`src/core/oas_pkg.sv`:
```
// Shared constants, types and helpers of the operand access sequencer
package oas_pkg;

	// ------------------------------------------------------------
	// Addresses, opcodes and fields
	// ------------------------------------------------------------
	localparam logic [15:0] OAS_TRAP_VEC_PC = 16'h0018;
	localparam logic [15:0] OAS_TRAP_VEC_PS = 16'h001A;
	localparam logic [15:0] OAS_WORD_STEP = 16'h0002;
	localparam logic [15:0] OAS_PS_RESET = 16'h0000;
	localparam logic [3:0] OAS_OP_COPY = 4'h1;
	localparam logic [3:0] OAS_OP_ADD = 4'h6;
	localparam logic [7:0] OAS_OP_TRAP = 8'h88;
	localparam logic [2:0] OAS_SP_IDX = 3'h6;
	localparam logic [2:0] OAS_PC_IDX = 3'h7;
	localparam int OAS_CC_N = 3;
	localparam int OAS_CC_Z = 2;
	localparam int OAS_CC_V = 1;
	localparam int OAS_CC_C = 0;

	// Addressing modes
	localparam logic [2:0] OAS_M_REG = 3'h0;
	localparam logic [2:0] OAS_M_DEF = 3'h1;
	localparam logic [2:0] OAS_M_INC = 3'h2;
	localparam logic [2:0] OAS_M_INCDEF = 3'h3;
	localparam logic [2:0] OAS_M_DEC = 3'h4;
	localparam logic [2:0] OAS_M_DECDEF = 3'h5;
	localparam logic [2:0] OAS_M_IDX = 3'h6;
	localparam logic [2:0] OAS_M_IDXDEF = 3'h7;

	// Phase indexes of the cycle accounting
	localparam logic [2:0] OAS_PH_FETCH = 3'h0;
	localparam logic [2:0] OAS_PH_SRC = 3'h1;
	localparam logic [2:0] OAS_PH_DST = 3'h2;
	localparam logic [2:0] OAS_PH_WB = 3'h3;
	localparam logic [2:0] OAS_PH_IMPL = 3'h4;

	// ------------------------------------------------------------
	// Timing
	// ------------------------------------------------------------
	localparam int OAS_CLK_PERIOD_NS = 10;
	localparam int OAS_REG_EXTRA_NS = 180;
	localparam int OAS_REG_EXTRA_CYC =
		(OAS_REG_EXTRA_NS + OAS_CLK_PERIOD_NS - 1) / OAS_CLK_PERIOD_NS;

	typedef enum logic [4:0] {
		OAS_S_START, OAS_S_FETCH, OAS_S_DECODE, OAS_S_EXTRA, OAS_S_AMODE,
		OAS_S_AIDX, OAS_S_AIND, OAS_S_AIMM, OAS_S_SRD, OAS_S_DRD,
		OAS_S_EXEC, OAS_S_WR, OAS_S_TSP1, OAS_S_TPU1, OAS_S_TSP2,
		OAS_S_TPU2, OAS_S_TV1, OAS_S_TV2, OAS_S_DONE
	} oas_state_t;

	// Mode field of an operand, source when dst is low
	function automatic logic [2:0] oas_mode(input logic [15:0] ir,
		input logic dst);
		return dst ? ir[5:3] : ir[11:9];
	endfunction

	// Register field of an operand
	function automatic logic [2:0] oas_reg(input logic [15:0] ir,
		input logic dst);
		return dst ? ir[2:0] : ir[8:6];
	endfunction

	// Word address step up or down
	function automatic logic [15:0] oas_step(input logic [15:0] v,
		input logic up);
		return up ? 16'(v + OAS_WORD_STEP) : 16'(v - OAS_WORD_STEP);
	endfunction

endpackage : oas_pkg

```
`src/core/oas_rf_if.sv`:
```
// Register bank access channel between sequencer core and bank
`timescale 1ns/100ps
`default_nettype none
interface oas_rf_if;
	logic [2:0] ra_a;
	logic [2:0] ra_b;
	logic [15:0] rd_a;
	logic [15:0] rd_b;
	logic we;
	logic [2:0] wa;
	logic [15:0] wd;
	modport core (output ra_a, output ra_b, output we, output wa,
		output wd, input rd_a, input rd_b);
	modport bank (input ra_a, input ra_b, input we, input wa, input wd,
		output rd_a, output rd_b);
endinterface : oas_rf_if
`default_nettype wire

```
`src/core/oas_regbank.sv`:
```
// Eight general registers, two read ports and one write port
`timescale 1ns/100ps
`default_nettype none
module oas_regbank
	import oas_pkg::*;
(
	input wire logic clk_i,
	input wire logic rst_n_i,
	oas_rf_if.bank rf
);

	typedef struct packed {
		logic [7:0][15:0] r;
	} oas_bank_t;

	oas_bank_t q;
	oas_bank_t next_q;

	// Single write per cycle keeps the bank a plain flop array
	always_comb begin
		next_q = q;
		if (rf.we) begin
			next_q.r[rf.wa] = rf.wd;
		end
	end

	always_ff @(posedge clk_i or negedge rst_n_i) begin
		if (!rst_n_i) begin
			q <= '0;
		end else begin
			q <= next_q;
		end
	end

	// Reads see the old value during a write cycle
	assign rf.rd_a = q.r[rf.ra_a];
	assign rf.rd_b = q.r[rf.ra_b];

endmodule // oas_regbank
`default_nettype wire

```
`src/core/oas_sequencer.sv`:
```
// Operand access and execution sequencer, top level
`timescale 1ns/100ps
`default_nettype none
module oas_sequencer
	import oas_pkg::*;
#(
	parameter bit REG_EXTRA_EN = 1'b0,
	parameter int REG_EXTRA_CYC = OAS_REG_EXTRA_CYC
) (
	input wire logic CLK_SYS_I,
	input wire logic RST_N_I,
	input wire logic MEM_ACK_I,
	input wire logic [15:0] MEM_RDATA_I,
	output logic MEM_REQ_O,
	output logic MEM_WE_O,
	output logic MEM_ISTREAM_O,
	output logic [15:0] MEM_ADDR_O,
	output logic [15:0] MEM_WDATA_O,
	output logic INSTR_DONE_O,
	output logic UNSUPPORTED_O,
	output logic [15:0] INSTR_CYCLES_O,
	output logic [3:0] ISTREAM_RD_CNT_O,
	output logic [3:0] DATA_RD_CNT_O,
	output logic [3:0] DATA_WR_CNT_O,
	output logic [15:0] PROCESSOR_STATUS_O
);

	// ------------------------------------------------------------
	// Elaboration checks
	// ------------------------------------------------------------
	if (REG_EXTRA_CYC < 1 || REG_EXTRA_CYC > 255) begin : g_bad_extra
		$error("REG_EXTRA_CYC must lie in 1..255");
	end

	typedef struct packed {
		oas_state_t st;
		logic which;
		logic [15:0] ir;
		logic [15:0] ps;
		logic [15:0] maddr;
		logic [15:0] mwdata;
		logic [15:0] saddr;
		logic [15:0] daddr;
		logic [15:0] sval;
		logic [15:0] dval;
		logic sval_ok;
		logic ind_is;
		logic unsup;
		logic [7:0] xcnt;
		logic [4:0][15:0] cyc;
		logic [3:0] n_is;
		logic [3:0] n_rd;
		logic [3:0] n_wr;
	} oas_core_t;

	oas_core_t q;
	oas_core_t next_q;
	oas_rf_if rf();

	logic [2:0] cur_mode;
	logic [2:0] cur_reg;
	logic is_copy;
	logic is_add;
	logic is_trap;
	logic src_mem;
	logic dst_mem;
	logic mem_done;
	logic [2:0] phase;
	logic addr_done;
	logic [15:0] ea;
	logic [15:0] sop;
	logic [15:0] dop;
	logic [16:0] sum;
	logic [15:0] res;

	oas_regbank u_bank (
		.clk_i(CLK_SYS_I),
		.rst_n_i(RST_N_I),
		.rf(rf.bank)
	);

	// ------------------------------------------------------------
	// Decode of the held instruction
	// ------------------------------------------------------------
	assign cur_mode = oas_mode(q.ir, q.which);
	assign cur_reg = oas_reg(q.ir, q.which);
	assign is_copy = (q.ir[15:12] == OAS_OP_COPY);
	assign is_add = (q.ir[15:12] == OAS_OP_ADD);
	assign is_trap = (q.ir[15:8] == OAS_OP_TRAP);
	assign src_mem = (oas_mode(q.ir, 1'b0) != OAS_M_REG);
	assign dst_mem = (oas_mode(q.ir, 1'b1) != OAS_M_REG);

	// Port A follows the operand being resolved (SP in the trap pushes), port B watches PC; in EXEC they read source and destination
	assign rf.ra_a = (q.st == OAS_S_EXEC) ? oas_reg(q.ir, 1'b0) :
		(q.st == OAS_S_TSP1 || q.st == OAS_S_TSP2) ? OAS_SP_IDX : cur_reg;
	assign rf.ra_b = (q.st == OAS_S_EXEC) ? oas_reg(q.ir, 1'b1) : OAS_PC_IDX;

	// ------------------------------------------------------------
	// Memory port
	// ------------------------------------------------------------
	always_comb begin
		case (q.st)
			OAS_S_FETCH, OAS_S_AIDX, OAS_S_AIND, OAS_S_AIMM, OAS_S_SRD,
			OAS_S_DRD, OAS_S_WR, OAS_S_TPU1, OAS_S_TPU2, OAS_S_TV1,
			OAS_S_TV2: MEM_REQ_O = 1'b1;
			default: MEM_REQ_O = 1'b0;
		endcase
	end
	assign MEM_WE_O = (q.st == OAS_S_WR || q.st == OAS_S_TPU1 ||
		q.st == OAS_S_TPU2);
	assign MEM_ISTREAM_O = (q.st == OAS_S_FETCH || q.st == OAS_S_AIDX ||
		q.st == OAS_S_AIMM || (q.st == OAS_S_AIND && q.ind_is));
	assign mem_done = MEM_REQ_O && MEM_ACK_I;
	assign MEM_ADDR_O = q.maddr;
	assign MEM_WDATA_O = q.mwdata;

	// Phase the current cycle is charged to
	always_comb begin
		case (q.st)
			OAS_S_FETCH, OAS_S_DECODE: phase = OAS_PH_FETCH;
			OAS_S_EXTRA, OAS_S_SRD: phase = OAS_PH_SRC;
			OAS_S_AMODE, OAS_S_AIDX, OAS_S_AIND, OAS_S_AIMM:
				phase = q.which ? OAS_PH_DST : OAS_PH_SRC;
			OAS_S_DRD: phase = OAS_PH_DST;
			OAS_S_WR: phase = OAS_PH_WB;
			default: phase = OAS_PH_IMPL;
		endcase
	end

	// Execute datapath: operands, sum and result
	assign sop = q.sval_ok ? q.sval : rf.rd_a;
	assign dop = dst_mem ? q.dval : rf.rd_b;
	assign sum = 17'(sop) + 17'(dop);
	assign res = is_add ? sum[15:0] : sop;

	// ------------------------------------------------------------
	// Sequencer
	// ------------------------------------------------------------
	always_comb begin
		next_q = q;
		rf.we = 1'b0;
		rf.wa = cur_reg;
		rf.wd = 16'h0000;
		addr_done = 1'b0;
		ea = 16'h0000;
		if (q.st != OAS_S_START && q.st != OAS_S_DONE) begin
			next_q.cyc[phase] = 16'(q.cyc[phase] + 16'h0001);
		end
		if (mem_done && q.st != OAS_S_FETCH) begin
			if (MEM_WE_O) begin
				next_q.n_wr = 4'(q.n_wr + 4'h1);
			end else if (MEM_ISTREAM_O) begin
				next_q.n_is = 4'(q.n_is + 4'h1);
			end else begin
				next_q.n_rd = 4'(q.n_rd + 4'h1);
			end
		end
		case (q.st)
			OAS_S_START, OAS_S_DONE: begin
				next_q.st = OAS_S_FETCH;
				next_q.maddr = rf.rd_b;
				next_q.which = 1'b0;
				next_q.sval_ok = 1'b0;
				next_q.unsup = 1'b0;
				next_q.cyc = '0;
				next_q.n_is = 4'h0;
				next_q.n_rd = 4'h0;
				next_q.n_wr = 4'h0;
			end
			OAS_S_FETCH: begin
				if (mem_done) begin
					next_q.ir = MEM_RDATA_I;
					rf.we = 1'b1;
					rf.wa = OAS_PC_IDX;
					rf.wd = oas_step(rf.rd_b, 1'b1);
					next_q.st = OAS_S_DECODE;
				end
			end
			OAS_S_DECODE: begin
				next_q.xcnt = 8'h00;
				if (is_trap) begin
					next_q.st = OAS_S_TSP1;
				end else if (is_copy || is_add) begin
					if (REG_EXTRA_EN && !src_mem && dst_mem) begin
						next_q.st = OAS_S_EXTRA;
					end else begin
						next_q.st = OAS_S_AMODE;
					end
				end else begin
					next_q.unsup = 1'b1;
					next_q.st = OAS_S_DONE;
				end
			end
			OAS_S_EXTRA: begin
				next_q.xcnt = 8'(q.xcnt + 8'h01);
				if (q.xcnt == 8'(REG_EXTRA_CYC - 1)) begin
					next_q.st = OAS_S_AMODE;
				end
			end
			OAS_S_AMODE: begin
				next_q.ind_is = 1'b0;
				case (cur_mode)
					OAS_M_REG: addr_done = 1'b1;
					OAS_M_DEF: begin
						ea = rf.rd_a;
						addr_done = 1'b1;
					end
					OAS_M_INC: begin
						rf.we = 1'b1;
						rf.wd = oas_step(rf.rd_a, 1'b1);
						// Source immediate is addressed in place
						if (cur_reg == OAS_PC_IDX && !q.which) begin
							next_q.maddr = rf.rd_a;
							next_q.st = OAS_S_AIMM;
						end else begin
							ea = rf.rd_a;
							addr_done = 1'b1;
						end
					end
					OAS_M_INCDEF: begin
						rf.we = 1'b1;
						rf.wd = oas_step(rf.rd_a, 1'b1);
						next_q.maddr = rf.rd_a;
						next_q.ind_is = (cur_reg == OAS_PC_IDX);
						next_q.st = OAS_S_AIND;
					end
					OAS_M_DEC: begin
						rf.we = 1'b1;
						rf.wd = oas_step(rf.rd_a, 1'b0);
						ea = oas_step(rf.rd_a, 1'b0);
						addr_done = 1'b1;
					end
					OAS_M_DECDEF: begin
						rf.we = 1'b1;
						rf.wd = oas_step(rf.rd_a, 1'b0);
						next_q.maddr = oas_step(rf.rd_a, 1'b0);
						next_q.st = OAS_S_AIND;
					end
					default: begin
						next_q.maddr = rf.rd_b;
						next_q.st = OAS_S_AIDX;
					end
				endcase
			end
			OAS_S_AIDX: begin
				if (mem_done) begin
					rf.we = 1'b1;
					rf.wa = OAS_PC_IDX;
					rf.wd = oas_step(rf.rd_b, 1'b1);
					ea = 16'(MEM_RDATA_I + ((cur_reg == OAS_PC_IDX) ?
						oas_step(rf.rd_a, 1'b1) : rf.rd_a));
					if (cur_mode == OAS_M_IDXDEF) begin
						next_q.maddr = ea;
						next_q.st = OAS_S_AIND;
					end else begin
						addr_done = 1'b1;
					end
				end
			end
			OAS_S_AIND: begin
				if (mem_done) begin
					ea = MEM_RDATA_I;
					addr_done = 1'b1;
				end
			end
			OAS_S_AIMM: begin
				if (mem_done) begin
					next_q.sval = MEM_RDATA_I;
					next_q.sval_ok = 1'b1;
					addr_done = 1'b1;
				end
			end
			OAS_S_SRD: begin
				if (mem_done) begin
					next_q.sval = MEM_RDATA_I;
					next_q.sval_ok = 1'b1;
					next_q.maddr = q.daddr;
					next_q.st = (is_add && dst_mem) ? OAS_S_DRD :
						OAS_S_EXEC;
				end
			end
			OAS_S_DRD: begin
				if (mem_done) begin
					next_q.dval = MEM_RDATA_I;
					next_q.st = OAS_S_EXEC;
				end
			end
			OAS_S_EXEC: begin
				next_q.ps[OAS_CC_N] = res[15];
				next_q.ps[OAS_CC_Z] = (res == 16'h0000);
				next_q.ps[OAS_CC_V] = is_add &&
					(sop[15] == dop[15]) && (res[15] != sop[15]);
				if (is_add) begin
					next_q.ps[OAS_CC_C] = sum[16];
				end
				if (dst_mem) begin
					next_q.maddr = q.daddr;
					next_q.mwdata = res;
					next_q.st = OAS_S_WR;
				end else begin
					rf.we = 1'b1;
					rf.wa = oas_reg(q.ir, 1'b1);
					rf.wd = res;
					next_q.st = OAS_S_DONE;
				end
			end
			OAS_S_WR: begin
				if (mem_done) begin
					next_q.st = OAS_S_DONE;
				end
			end
			OAS_S_TSP1, OAS_S_TSP2: begin
				rf.we = 1'b1;
				rf.wa = OAS_SP_IDX;
				rf.wd = oas_step(rf.rd_a, 1'b0);
				next_q.maddr = oas_step(rf.rd_a, 1'b0);
				next_q.mwdata = (q.st == OAS_S_TSP1) ? q.ps : rf.rd_b;
				next_q.st = (q.st == OAS_S_TSP1) ? OAS_S_TPU1 :
					OAS_S_TPU2;
			end
			OAS_S_TPU1: begin
				if (mem_done) begin
					next_q.st = OAS_S_TSP2;
				end
			end
			OAS_S_TPU2: begin
				if (mem_done) begin
					next_q.maddr = OAS_TRAP_VEC_PC;
					next_q.st = OAS_S_TV1;
				end
			end
			OAS_S_TV1: begin
				if (mem_done) begin
					rf.we = 1'b1;
					rf.wa = OAS_PC_IDX;
					rf.wd = MEM_RDATA_I;
					next_q.maddr = OAS_TRAP_VEC_PS;
					next_q.st = OAS_S_TV2;
				end
			end
			OAS_S_TV2: begin
				if (mem_done) begin
					next_q.ps = MEM_RDATA_I;
					next_q.st = OAS_S_DONE;
				end
			end
			default: next_q.st = OAS_S_START;
		endcase
		// source then destination address, then source read
		if (addr_done) begin
			if (!q.which) begin
				next_q.saddr = ea;
				next_q.which = 1'b1;
				next_q.st = OAS_S_AMODE;
			end else begin
				next_q.daddr = ea;
				if (src_mem && !next_q.sval_ok) begin
					next_q.maddr = q.saddr;
					next_q.st = OAS_S_SRD;
				end else if (is_add && dst_mem) begin
					next_q.maddr = ea;
					next_q.st = OAS_S_DRD;
				end else begin
					next_q.st = OAS_S_EXEC;
				end
			end
		end
	end

	always_ff @(posedge CLK_SYS_I or negedge RST_N_I) begin
		if (!RST_N_I) begin
			q <= '0;
			q.st <= OAS_S_START;
			q.ps <= OAS_PS_RESET;
		end else begin
			q <= next_q;
		end
	end

	// ------------------------------------------------------------
	// Status outputs
	// ------------------------------------------------------------
	assign INSTR_DONE_O = (q.st == OAS_S_DONE);
	assign UNSUPPORTED_O = q.unsup;
	assign INSTR_CYCLES_O = 16'(q.cyc[0] + q.cyc[1] + q.cyc[2] + q.cyc[3] +
		q.cyc[4]);
	assign ISTREAM_RD_CNT_O = q.n_is;
	assign DATA_RD_CNT_O = q.n_rd;
	assign DATA_WR_CNT_O = q.n_wr;
	assign PROCESSOR_STATUS_O = q.ps;
endmodule // oas_sequencer
`default_nettype wire

```
`config.mk`:
```
export PLATFORM = sky130hd
export DESIGN_NAME = oas_sequencer
export DESIGN_NICKNAME = d
export VERILOG_FILES = /design/src/core/oas_pkg.sv /design/src/core/oas_rf_if.sv /design/src/core/oas_regbank.sv /design/src/core/oas_sequencer.sv
export SDC_FILE = /design/constraint.sdc
export NUM_CORES = 1
export LEC_CHECK = 0
export BUFFER_PORTS_ARGS = -buffer_cell sky130_fd_sc_hd__clkbuf_2
export CELL_PAD_IN_SITES_DETAIL_PLACEMENT = 2
export CELL_PAD_IN_SITES_GLOBAL_PLACEMENT = 2
export CORE_MARGIN = 2
export CORE_UTILIZATION = 40
export CTS_CLUSTER_DIAMETER = 30
export DETAILED_ROUTE_END_ITERATION = 8
export HOLD_SLACK_MARGIN = 0.12
export PLACE_DENSITY_LB_ADDON = 0.1
export SYNTH_ARGS = -nofsm -noshare
export SYNTH_HDL_FRONTEND = slang
export SYNTH_SLANG_ARGS = --single-unit
```
`constraint.sdc`:
```
create_clock -name CLK_SYS_I -period 7.1 [get_ports CLK_SYS_I]
set_input_delay 0.355 -clock CLK_SYS_I [delete_from_list [all_inputs] [get_ports CLK_SYS_I]]
set_output_delay 0.355 -clock CLK_SYS_I [all_outputs]
set_load 0.02 [all_outputs]
```
; Word level (Yosys, flattened, before mapping)
; Memories as Yosys holds them, arrays and structs flattened.
; Index checks and enable logic that the tools add are counted.
[word_totals]
register_bits = 365
mem_bits_ro = 32
in_bits = 19
output_inout_bits = 81
elab_cells = 269
n_memories = 1
[memory_table]
columns = name, words, word_bits, rd, rd_clocked_by_memory_dff, write_ports, line
row1 = (no name shown), 32, 1, 1, 0, 0, oas_sequencer.sv:102  ; case (q.st)
[op_classes]
add_sub_neg = 14
n_lt_le_gt_ge = 6
eq_ne = 53
mux = 99
bitwise = 1
n_reduce_logical = 63
[op_table]
columns = operator, n
row1 = 16-bit 2-to-1 mux, 25
row2 = 16-bit binary-select mux with 3-bit select, 3
row3 = 128-bit bitwise mux, 1
row4 = 16-bit case mux with 8 select lines, 1
row5 = 16-bit demux with 3-bit select, 2
row6 = 16-bit case mux with 3 select lines, 2
row7 = 92-bit 2-to-1 mux, 1
row8 = 16-bit adder, 5
row9 = 80-bit bitwise mux, 1
row10 = 80-bit 2-to-1 mux, 1
row11 = 16-bit case mux with 5 select lines, 1
row12 = 5-bit case mux with 15 select lines, 1
row13 = 5-bit 2-to-1 mux, 14
row14 = 16-bit case mux with 2 select lines, 2
row15 = 16-bit case mux with 4 select lines, 1
row16 = 5-bit by 4-bit equality test with 1-bit output (second input constant), 8
row17 = 16-bit by 2-bit adder with 16-bit output (second input constant), 2
row18 = 32-bit 2-to-1 mux, 1
row19 = 3-bit inequality test (second input constant), 9
row20 = 2-bit OR reduction, 11
row21 = 3-bit 2-to-1 mux, 7
row22 = 5-bit by 3-bit equality test with 1-bit output (second input constant), 4
row23 = 4-bit 2-to-1 mux, 5
row24 = 2-bit AND reduction, 9
row25 = other kinds (53), 119

; Depth between registers and ports, before layout
; Gate-level depths: netlist (run 1).
[depth]
ltp_word = 16
depth_mapped = 29
mapped_depth_nobuf = 23

; Cells and area by module
; Synthesis (run 1) repeated with hierarchy kept, for this count alone.
[hier_totals]
hier_cells = 2620
hier_area_um2 = 25703.4
[by_module_without_submodules]
columns = module, n_inst, cells_each, area_per_inst_um2, seq_area_each_um2
row1 = oas_sequencer, 1, 2227, 18702.9, 5930.7
row2 = oas_regbank, 1, 393, 7000.5, 3203.1

; Worst setup path after synthesis (run 1)
; OpenSTA, ideal clock, no wires.
[synth_path]
path_type = register to register
startpoint = register q[234] (netlist bit)
endpoint = register q (netlist bit MEM_ADDR_O[14])
setup_time_ps = 124
arrival_time_ps = 5305
required_ps = 6976
path_slack_ps = 1671
stages_incl_launch_ff = 29
n_path_buf = 6
period_less_slack_ps = 5429
path_cell_list = dfrtp_1 -> buf_2 -> or2_1 -> buf_2 -> nor2_4 -> o2bb2ai_2 -> buf_6 -> buf_8 -> buf_8 -> mux2i_1 -> mux2i_1 -> mux2_2 -> buf_4 -> ha_1 -> o2111a_1 -> nand4_1 -> nor3_1 -> xor2_1 -> ha_1 -> and2_1 -> a221oi_1 -> o21ai_0 -> o21bai_1 -> a21o_1 -> a21oi_1 -> xnor2_1 -> a222oi_1 -> o21ai_1 -> a211o_1
[synth_rtl]
columns = element, line
row1 = from (decl), oas_sequencer.sv:56  ; oas_core_t q;
row2 = from (signal assigned), oas_sequencer.sv:376  ; q <= next_q;

==> run summary, run 1 <==
DRC violations left -> 0
Antenna violations before repair -> 3
Clock Tree Root -> clkbuf_16
First-pass GRT wire length -> 178 mm
Sequential area share after synthesis -> 35.9%
Initial cell density of the core -> 40.4%
Vias after detailed routing -> 24600
Crit path max fanout -> 16
Detailed placer's ending HPWL -> 80.2 mm
Vertical die dimension -> 256 um
Arithmetic-cell share of the synthesized area counting full adders, half adders and majority gates -> 6.47%
Area used by multi-input combinational logic -> 15000 um^2
Violation count after the first detailed-route iteration -> 2163
Clock buffer count from CTS -> 110
Vias in the first global route -> 27000
Share of synthesized cell area in and, or, nand and nor gates -> 15.2%
Mean area per synthesized cell -> 9.10 um^2
Number of ports placed on the die boundary -> 100
Post-synth top area cell -> dfrtp_1
Actual slew at the worst max-slew pin -> 1.32 ns
Vias per Instance -> 6.48
Number of nets in the final layout -> 2985
CTS H-tree depth -> 3
Clock sink total -> 365
Time the final worst path needs with I/O delays and setup -> 6.80 ns
Die Footprint -> 65600 um^2
Combined global-route utilization of all metal layers -> 35.8%
Cell variety after synth -> 109
Leakage -> 13.3 nW
Cell with the most instances after synthesis -> dfrtp_1
Number of nets with antenna violations after detailed routing -> 0
Highest Clock Rate -> 147 MHz
Minimum setup slack after placement -> 0.475 ns
Cell types with the highest counts after synthesis -> 365 x dfrtp_1, 343 x nand2_1, 270 x o21ai_0
Overflow after GRT -> 0
Pin count of the biggest net entering global routing -> 144
Signal arrival time at the worst endpoint -> 7.33 ns
CTS clock-pin slew for the worst setup and hold paths -> 0.05 ns
Clock Skews -> 0.0262 ns
Peak supply drop -> 275 uV
Number of enable flip-flop cells after synthesis -> 0
Clk Latency, worst-skew pair -> 0.67 ns
I/O Buffers -> 99
Max_cap viols -> 0
Wire length per cell -> 31.3 um
Layout Area Growth over Synthesis -> 19.7%
Count of pins over their slew limit -> 0
Filler instances -> 6632
Drt total wl -> 119 mm
Post-route setup slack -> 0.300 ns
Status -> finished clean
Type of origin of the critical path -> flip-flop
Category of the critical setup timing path -> reg -> reg
Async set or reset register ratio after synthesis -> 100%
Maximum number of buffers from clock root to sink -> 3
RSZ-0062 raised after global routing -> no
Synthesized instance count -> 2797
Combined area of all synthesized cells -> 25400 um^2
Ratio of cells with drive above 1 in the final layout -> 20.8%
Slew headroom -> 11.7%
Flop and latch count out of synthesis -> 365
Fraction of the mapped netlist area in compound gates -> 21.3%
Type of destination of the critical path -> flip-flop
Core Util, Final -> 48.4%
Total core area -> 63000 um^2
Floorplan die width -> 256 um
Kind of path behind the tightest hold check -> in -> reg
Multiplexer share of the synthesized area -> 11.7%
Register area -> 9140 um^2
Count of endpoints failing setup in the final report -> 0
Nets in the synthesized netlist -> 2920
Setup TNS Final -> 0 ns
Dominant register cell in the synthesized netlist -> dfrtp_1
Part of the cycle the worst path needs -> 95.8%
CTS tree -> yes
Required time of the critical path -> 7.63 ns
Pre-antenna DRT Iters -> 6
Share of the synthesized netlist area taken by xor and xnor gates -> 3.89%
Dominant combinational cell family by area after synthesis -> compound AO/OA/AOI/OAI gates
Last weighted congestion value of the routability-driven placer -> 0.961
Hold Violations, Final -> 0
Biggest area contributors in the synthesized netlist -> dfrtp_1 36%, mux2_2 6.7%, o21ai_0 5.3%
Power density over cell area -> 653 nW/um^2
Fraction of synthesized cell area taken by the top area cell type -> 35.9%
Yosys Warn Count -> 0
Floorplan row count -> 92
layout by cell type (no fill, tap or decap), types with 44 or more instances in the layout:
master | Yosys | layout
dfrtp_1 | 365 | 364
nand2_1 | 343 | 343
o21ai_0 | 270 | 270
nor2_1 | 199 | 197
mux2_2 | 152 | 152
a21oi_1 | 139 | 139
mux2i_1 | 114 | 114
clkbuf_16 | 0 | 111
clkbuf_2 | 0 | 98
buf_4 | 67 | 94
nand3_1 | 90 | 90
xnor2_1 | 71 | 71
ha_1 | 58 | 58
fa_1 | 46 | 46
inv_1 | 44 | 44
power by group:
part           switching [W]  internal, W  total [W]
clock                0.00156      0.00352    0.00508
sequential          0.000741      0.00275    0.00349
combinational        0.00766      0.00366     0.0113
total                0.00996      0.00993     0.0199
metrics by stage:
stage	std cells	hold slack [ns]	cell area, um^2	total power, W
floorplan	2797	0.0594	25400	0.0103
global placement	3590	0.422	26500	0.0138
detailed placement	3590	0.436	26500	0.0142
CTS	3793	0.146	30400	0.0196
global route	3798	0.182	30400	0.0207
finish	3800	0.188	30400	0.0199
sequential cells by signal (all words and copies together), names as in the netlist:
signal,cells
DATA_WR_CNT_O,4
UNSUPPORTED_O,1
u_bank.q,128
ISTREAM_RD_CNT_O,4
PROCESSOR_STATUS_O,16
q,176
DATA_RD_CNT_O,4
MEM_WDATA_O,16
MEM_ADDR_O,16
worst max-delay path, cell delays in order, from the launching register on:
cell and delay [ns]:
dfrtp_1 0.67, and2b_1 0.34, a21oi_2 0.32, o32a_2 0.53
buf_4 0.31, nor2_4 0.11, a22oi_1 0.51, o2111a_1 0.28
nand4_1 0.33, nor3_1 0.37, xor2_1 0.29, ha_1 0.31
and2_1 0.19, a221oi_1 0.39, o21ai_0 0.12, o21bai_1 0.20
a21o_1 0.20, a21oi_1 0.19, xnor2_1 0.13, a222oi_1 0.39
o21ai_1 0.16, a211o_1 0.32
cell families after synthesis:
logic type,count (synthesis)
AO/OA/AOI/OAI,822
XOR/XNOR,113
adder cells (fa/ha/maj),104
buffers and inverters,287
flip-flops,365
multiplexers,273
AND/OR/NAND/NOR,833
what timing repair did:
item / CTS / global route
hold endpoints to repair: 79 / 0
buffers inserted: 0 / 5
resized for setup: 0 / 4
endpoints found under the setup margin: 0 / 3
hold buffers: 1 / 0
worst paths after layout:
check / from / endpoint / slack [ns] / cells past startpoint
min: MEM_RDATA_I[11] / q[130] / 0.19 / 3
max reg2reg: q[232] / MEM_ADDR_O[14] / 0.30 / 21
max in group asynchronous: RST_N_I / q[233] / 5.07 / 3
min reg2reg: q[163] / q[163] / 0.48 / 2
min in group asynchronous: RST_N_I / q[21] / 0.34 / 2
max: q[232] / MEM_ADDR_O[14] / 0.30 / 21
layer usage:
metal	GRT usage (%)	part of all wire (%)	up-vias
met4	16.7	4.8	4
li1	-	-	10300
met3	6.58	7.3	307
met1	45.9	41	12900
met2	58.5	47	1103
met5	0	0.023	-
final cells by class:
cell class,count,share of cell area (%)
multi-input cells,2145,49.2
flip-flops and latches,365,30.0
clock buffers,138,10.0
repair buffers,196,4.11
well taps,846,3.48
clock inverters,64,2.60
inverters,44,0.542
diodes,2,0.0164
Power figures use the tool's default switching activity.
==> run 2, diff against run 1 <==
Settings changed: CORE_UTILIZATION 40 to 43.
Clock period 7.1 ns to 8.3 ns, I/O delays scaled along.
==> run 2 against run 1 <==
Non-clock buffer count decreased by 12. Design area about the same. Critical path depth increased by 2. Critical endpoint is now u_bank.q[44]. Largest cell class unchanged. Largest power group unchanged. Highest routed layer unchanged.
==> run summary, run 2 (same netlist as run 1, synthesis figures left out) <==
Logic depth of the worst register-to-register path -> 23
Pre-antenna DRT Iters -> 6
Number of nets with antenna violations after detailed routing -> 0
Part of the cycle the worst path needs -> 92.3%
Total core area -> 58800 um^2
Commonest non-fill, non-tap cell in the layout -> dfrtp_1
Die Footprint -> 61100 um^2
Clk Latency, worst-skew pair -> 0.68 ns
Floorplan die width -> 247 um
Peak supply drop -> 293 uV
Filler instances -> 6008
Antenna violations before repair -> 13
Count of pins over their slew limit -> 0
Highest Clock Rate -> 130 MHz
Setup slack of the worst register-to-register path -> 0.64 ns
Placed instance count -> 3510
Biggest registers after layout -> q: 176 flops, u_bank.q: 128 flops
Actual slew at the worst max-slew pin -> 1.39 ns
Number of instances resized during post-cts repair -> 0
Vertical die dimension -> 247 um
Pin count of the biggest net entering global routing -> 123
Vias per Instance -> 6.84
Floorplan row count -> 89
Post-CTS Setup Inserts -> 0
Count of endpoints failing setup in the final report -> 0
Status -> finished clean
Vias in the first global route -> 28100
Most flops, register -> q
Max_cap viols -> 0
Maximum number of buffers from clock root to sink -> 3
RSZ-0062 raised after global routing -> no
Leakage -> 13.4 nW
CTS H-tree depth -> 3
Detailed placer's ending HPWL -> 80.3 mm
Layout Area Growth over Synthesis -> 19.7%
Violation count after the first detailed-route iteration -> 2523
Power density over cell area -> 576 nW/um^2
Clock Skews -> 0.0519 ns
Worst R2R Start -> q[233]
Time the final worst path needs with I/O delays and setup -> 7.66 ns
Register area -> 9140 um^2
Commonest cells after routing, fill and taps aside -> 364 x dfrtp_1, 343 x nand2_1, 270 x o21ai_0, 197 x nor2_1, 152 x mux2_2
Clock Tree Root -> clkbuf_16
Type of destination of the critical path -> flip-flop
Ratio of cells with drive above 1 in the final layout -> 20.7%
Wire length per cell -> 34.7 um
I/O Buffers -> 99
Combined global-route utilization of all metal layers -> 42.2%
Area used by multi-input combinational logic -> 15000 um^2
Number of ports placed on the die boundary -> 100
Hold Violations, Final -> 0
Overflow after GRT -> 0
Vias after detailed routing -> 25400
First-pass GRT wire length -> 191 mm
CTS tree -> yes
Worst R2R End -> u_bank.q[44]
Max reg flops -> 176
Category of the critical setup timing path -> reg -> reg
Clock buffer count from CTS -> 107
Kind of path behind the tightest hold check -> in -> reg
Worst Hold Slack -> 0.250 ns
Crit path max fanout -> 29
CTS clock-pin slew for the worst setup and hold paths -> 0.05 ns
Last weighted congestion value of the routability-driven placer -> 0.960
Clock sink total -> 365
DRC violations left -> 0
Required time of the critical path -> 8.80 ns
Terminating pin of the worst hold path -> q[130]
Signal arrival time at the worst endpoint -> 8.16 ns
Number of hold buffers added after CTS -> 1
Drt total wl -> 129 mm
Origin of the worst min-delay path -> MEM_RDATA_I[11]
Type of origin of the critical path -> flip-flop
Worst hold stages -> 3
Number of standard cells in the final layout excluding fillers -> 3713
Initial cell density of the core -> 43.3%
Number of nets in the final layout -> 2970
Setup TNS Final -> 0 ns
Slew headroom -> 6.59%
==> run 2: changes by cell type in the layout (fill, tap and decap cells not counted), moves of 2 or more <==
cell,delta
a31oi_2,+2
clkbuf_16,-4
inv_6,-5
buf_4,-11
clkbuf_8,+13
bufinv_16,+7
clkinvlp_4,-9
clkinv_2,-2
clkbuf_1,-2
a31oi_1,-2
==> run 2: final cells by class <==
class                   instances  area share, %
multi-input cells            2145           49.2
flip-flops and latches        365           30.0
clock buffers                 145           10.2
repair buffers                184           3.80
well taps                     773           3.18
clock inverters                56           3.01
inverters                      44          0.542
diodes                          1        0.00822
==> run 2: worst max-delay path by stage <==
| stage | startpoint | endpoint | slack, ns | depth (start not counted) |
|---|---|---|---|---|
| after floorplan | q[234] | MEM_ADDR_O[14] | 2.87 | 28 |
| after global placement | q[233] | MEM_ADDR_O[15] | 1.25 | 19 |
| after detailed placement | q[233] | MEM_ADDR_O[14] | 1.09 | 23 |
| after CTS | q[233] | u_bank.q[44] | 0.81 | 23 |
| after global routing | q[233] | u_bank.q[94] | 0.29 | 23 |
| final | q[233] | u_bank.q[44] | 0.64 | 23 |
==> run 2: stage by stage <==
step	setup WS [ns]	power, W	utilization [%]	instance area (um^2)
floorplan	2.87	0.00879	-	25400
global placement	1.25	0.0118	44.9	26400
detailed placement	1.09	0.0121	44.9	26400
CTS	0.810	0.0172	51.8	30500
global route	0.290	0.0181	51.8	30500
finish	0.637	0.0176	51.8	30500
==> run 2: power by group <==
part / leakage, nW / switching (W) / internal (W)
registers: 4.85 / 0.000670 / 0.00235
logic: 6.58 / 0.00683 / 0.00308
clock network: 1.98 / 0.00137 / 0.00326
total: 13.4 / 0.00887 / 0.00869
==> run 2: routing by layer <==
| metal | up-vias | GRT usage [%] | routed length (um) |
|---|---|---|---|
| met1 | 13300 | 52.7 | 50700 |
| met4 | 18 | 26.0 | 8500 |
| met2 | 1351 | 66.6 | 58800 |
| li1 | 10300 | - | - |
| met5 | - | 0 | 119 |
| met3 | 451 | 9.23 | 10900 |
==> run 2: worst max-delay path, cell delays in order (launching register included) <==
cell and delay (ns):
dfrtp_2 0.66, nand3b_1 0.64, nor2_4 0.50, o2bb2ai_4 0.56
buf_4 0.46, nand2_1 0.12, o211ai_1 0.13, o21ai_0 0.16
buf_4 0.26, mux2_2 0.29, ha_1 0.24, fa_1 0.47
a21oi_1 0.25, o21ai_0 0.19, a211oi_1 0.35, o21ai_0 0.23
and2_1 0.23, o21a_1 0.18, nor2_1 0.12, xnor2_1 0.10
mux2i_1 0.27, nor2_1 0.11, nor3_2 0.70, o21ai_0 0.24
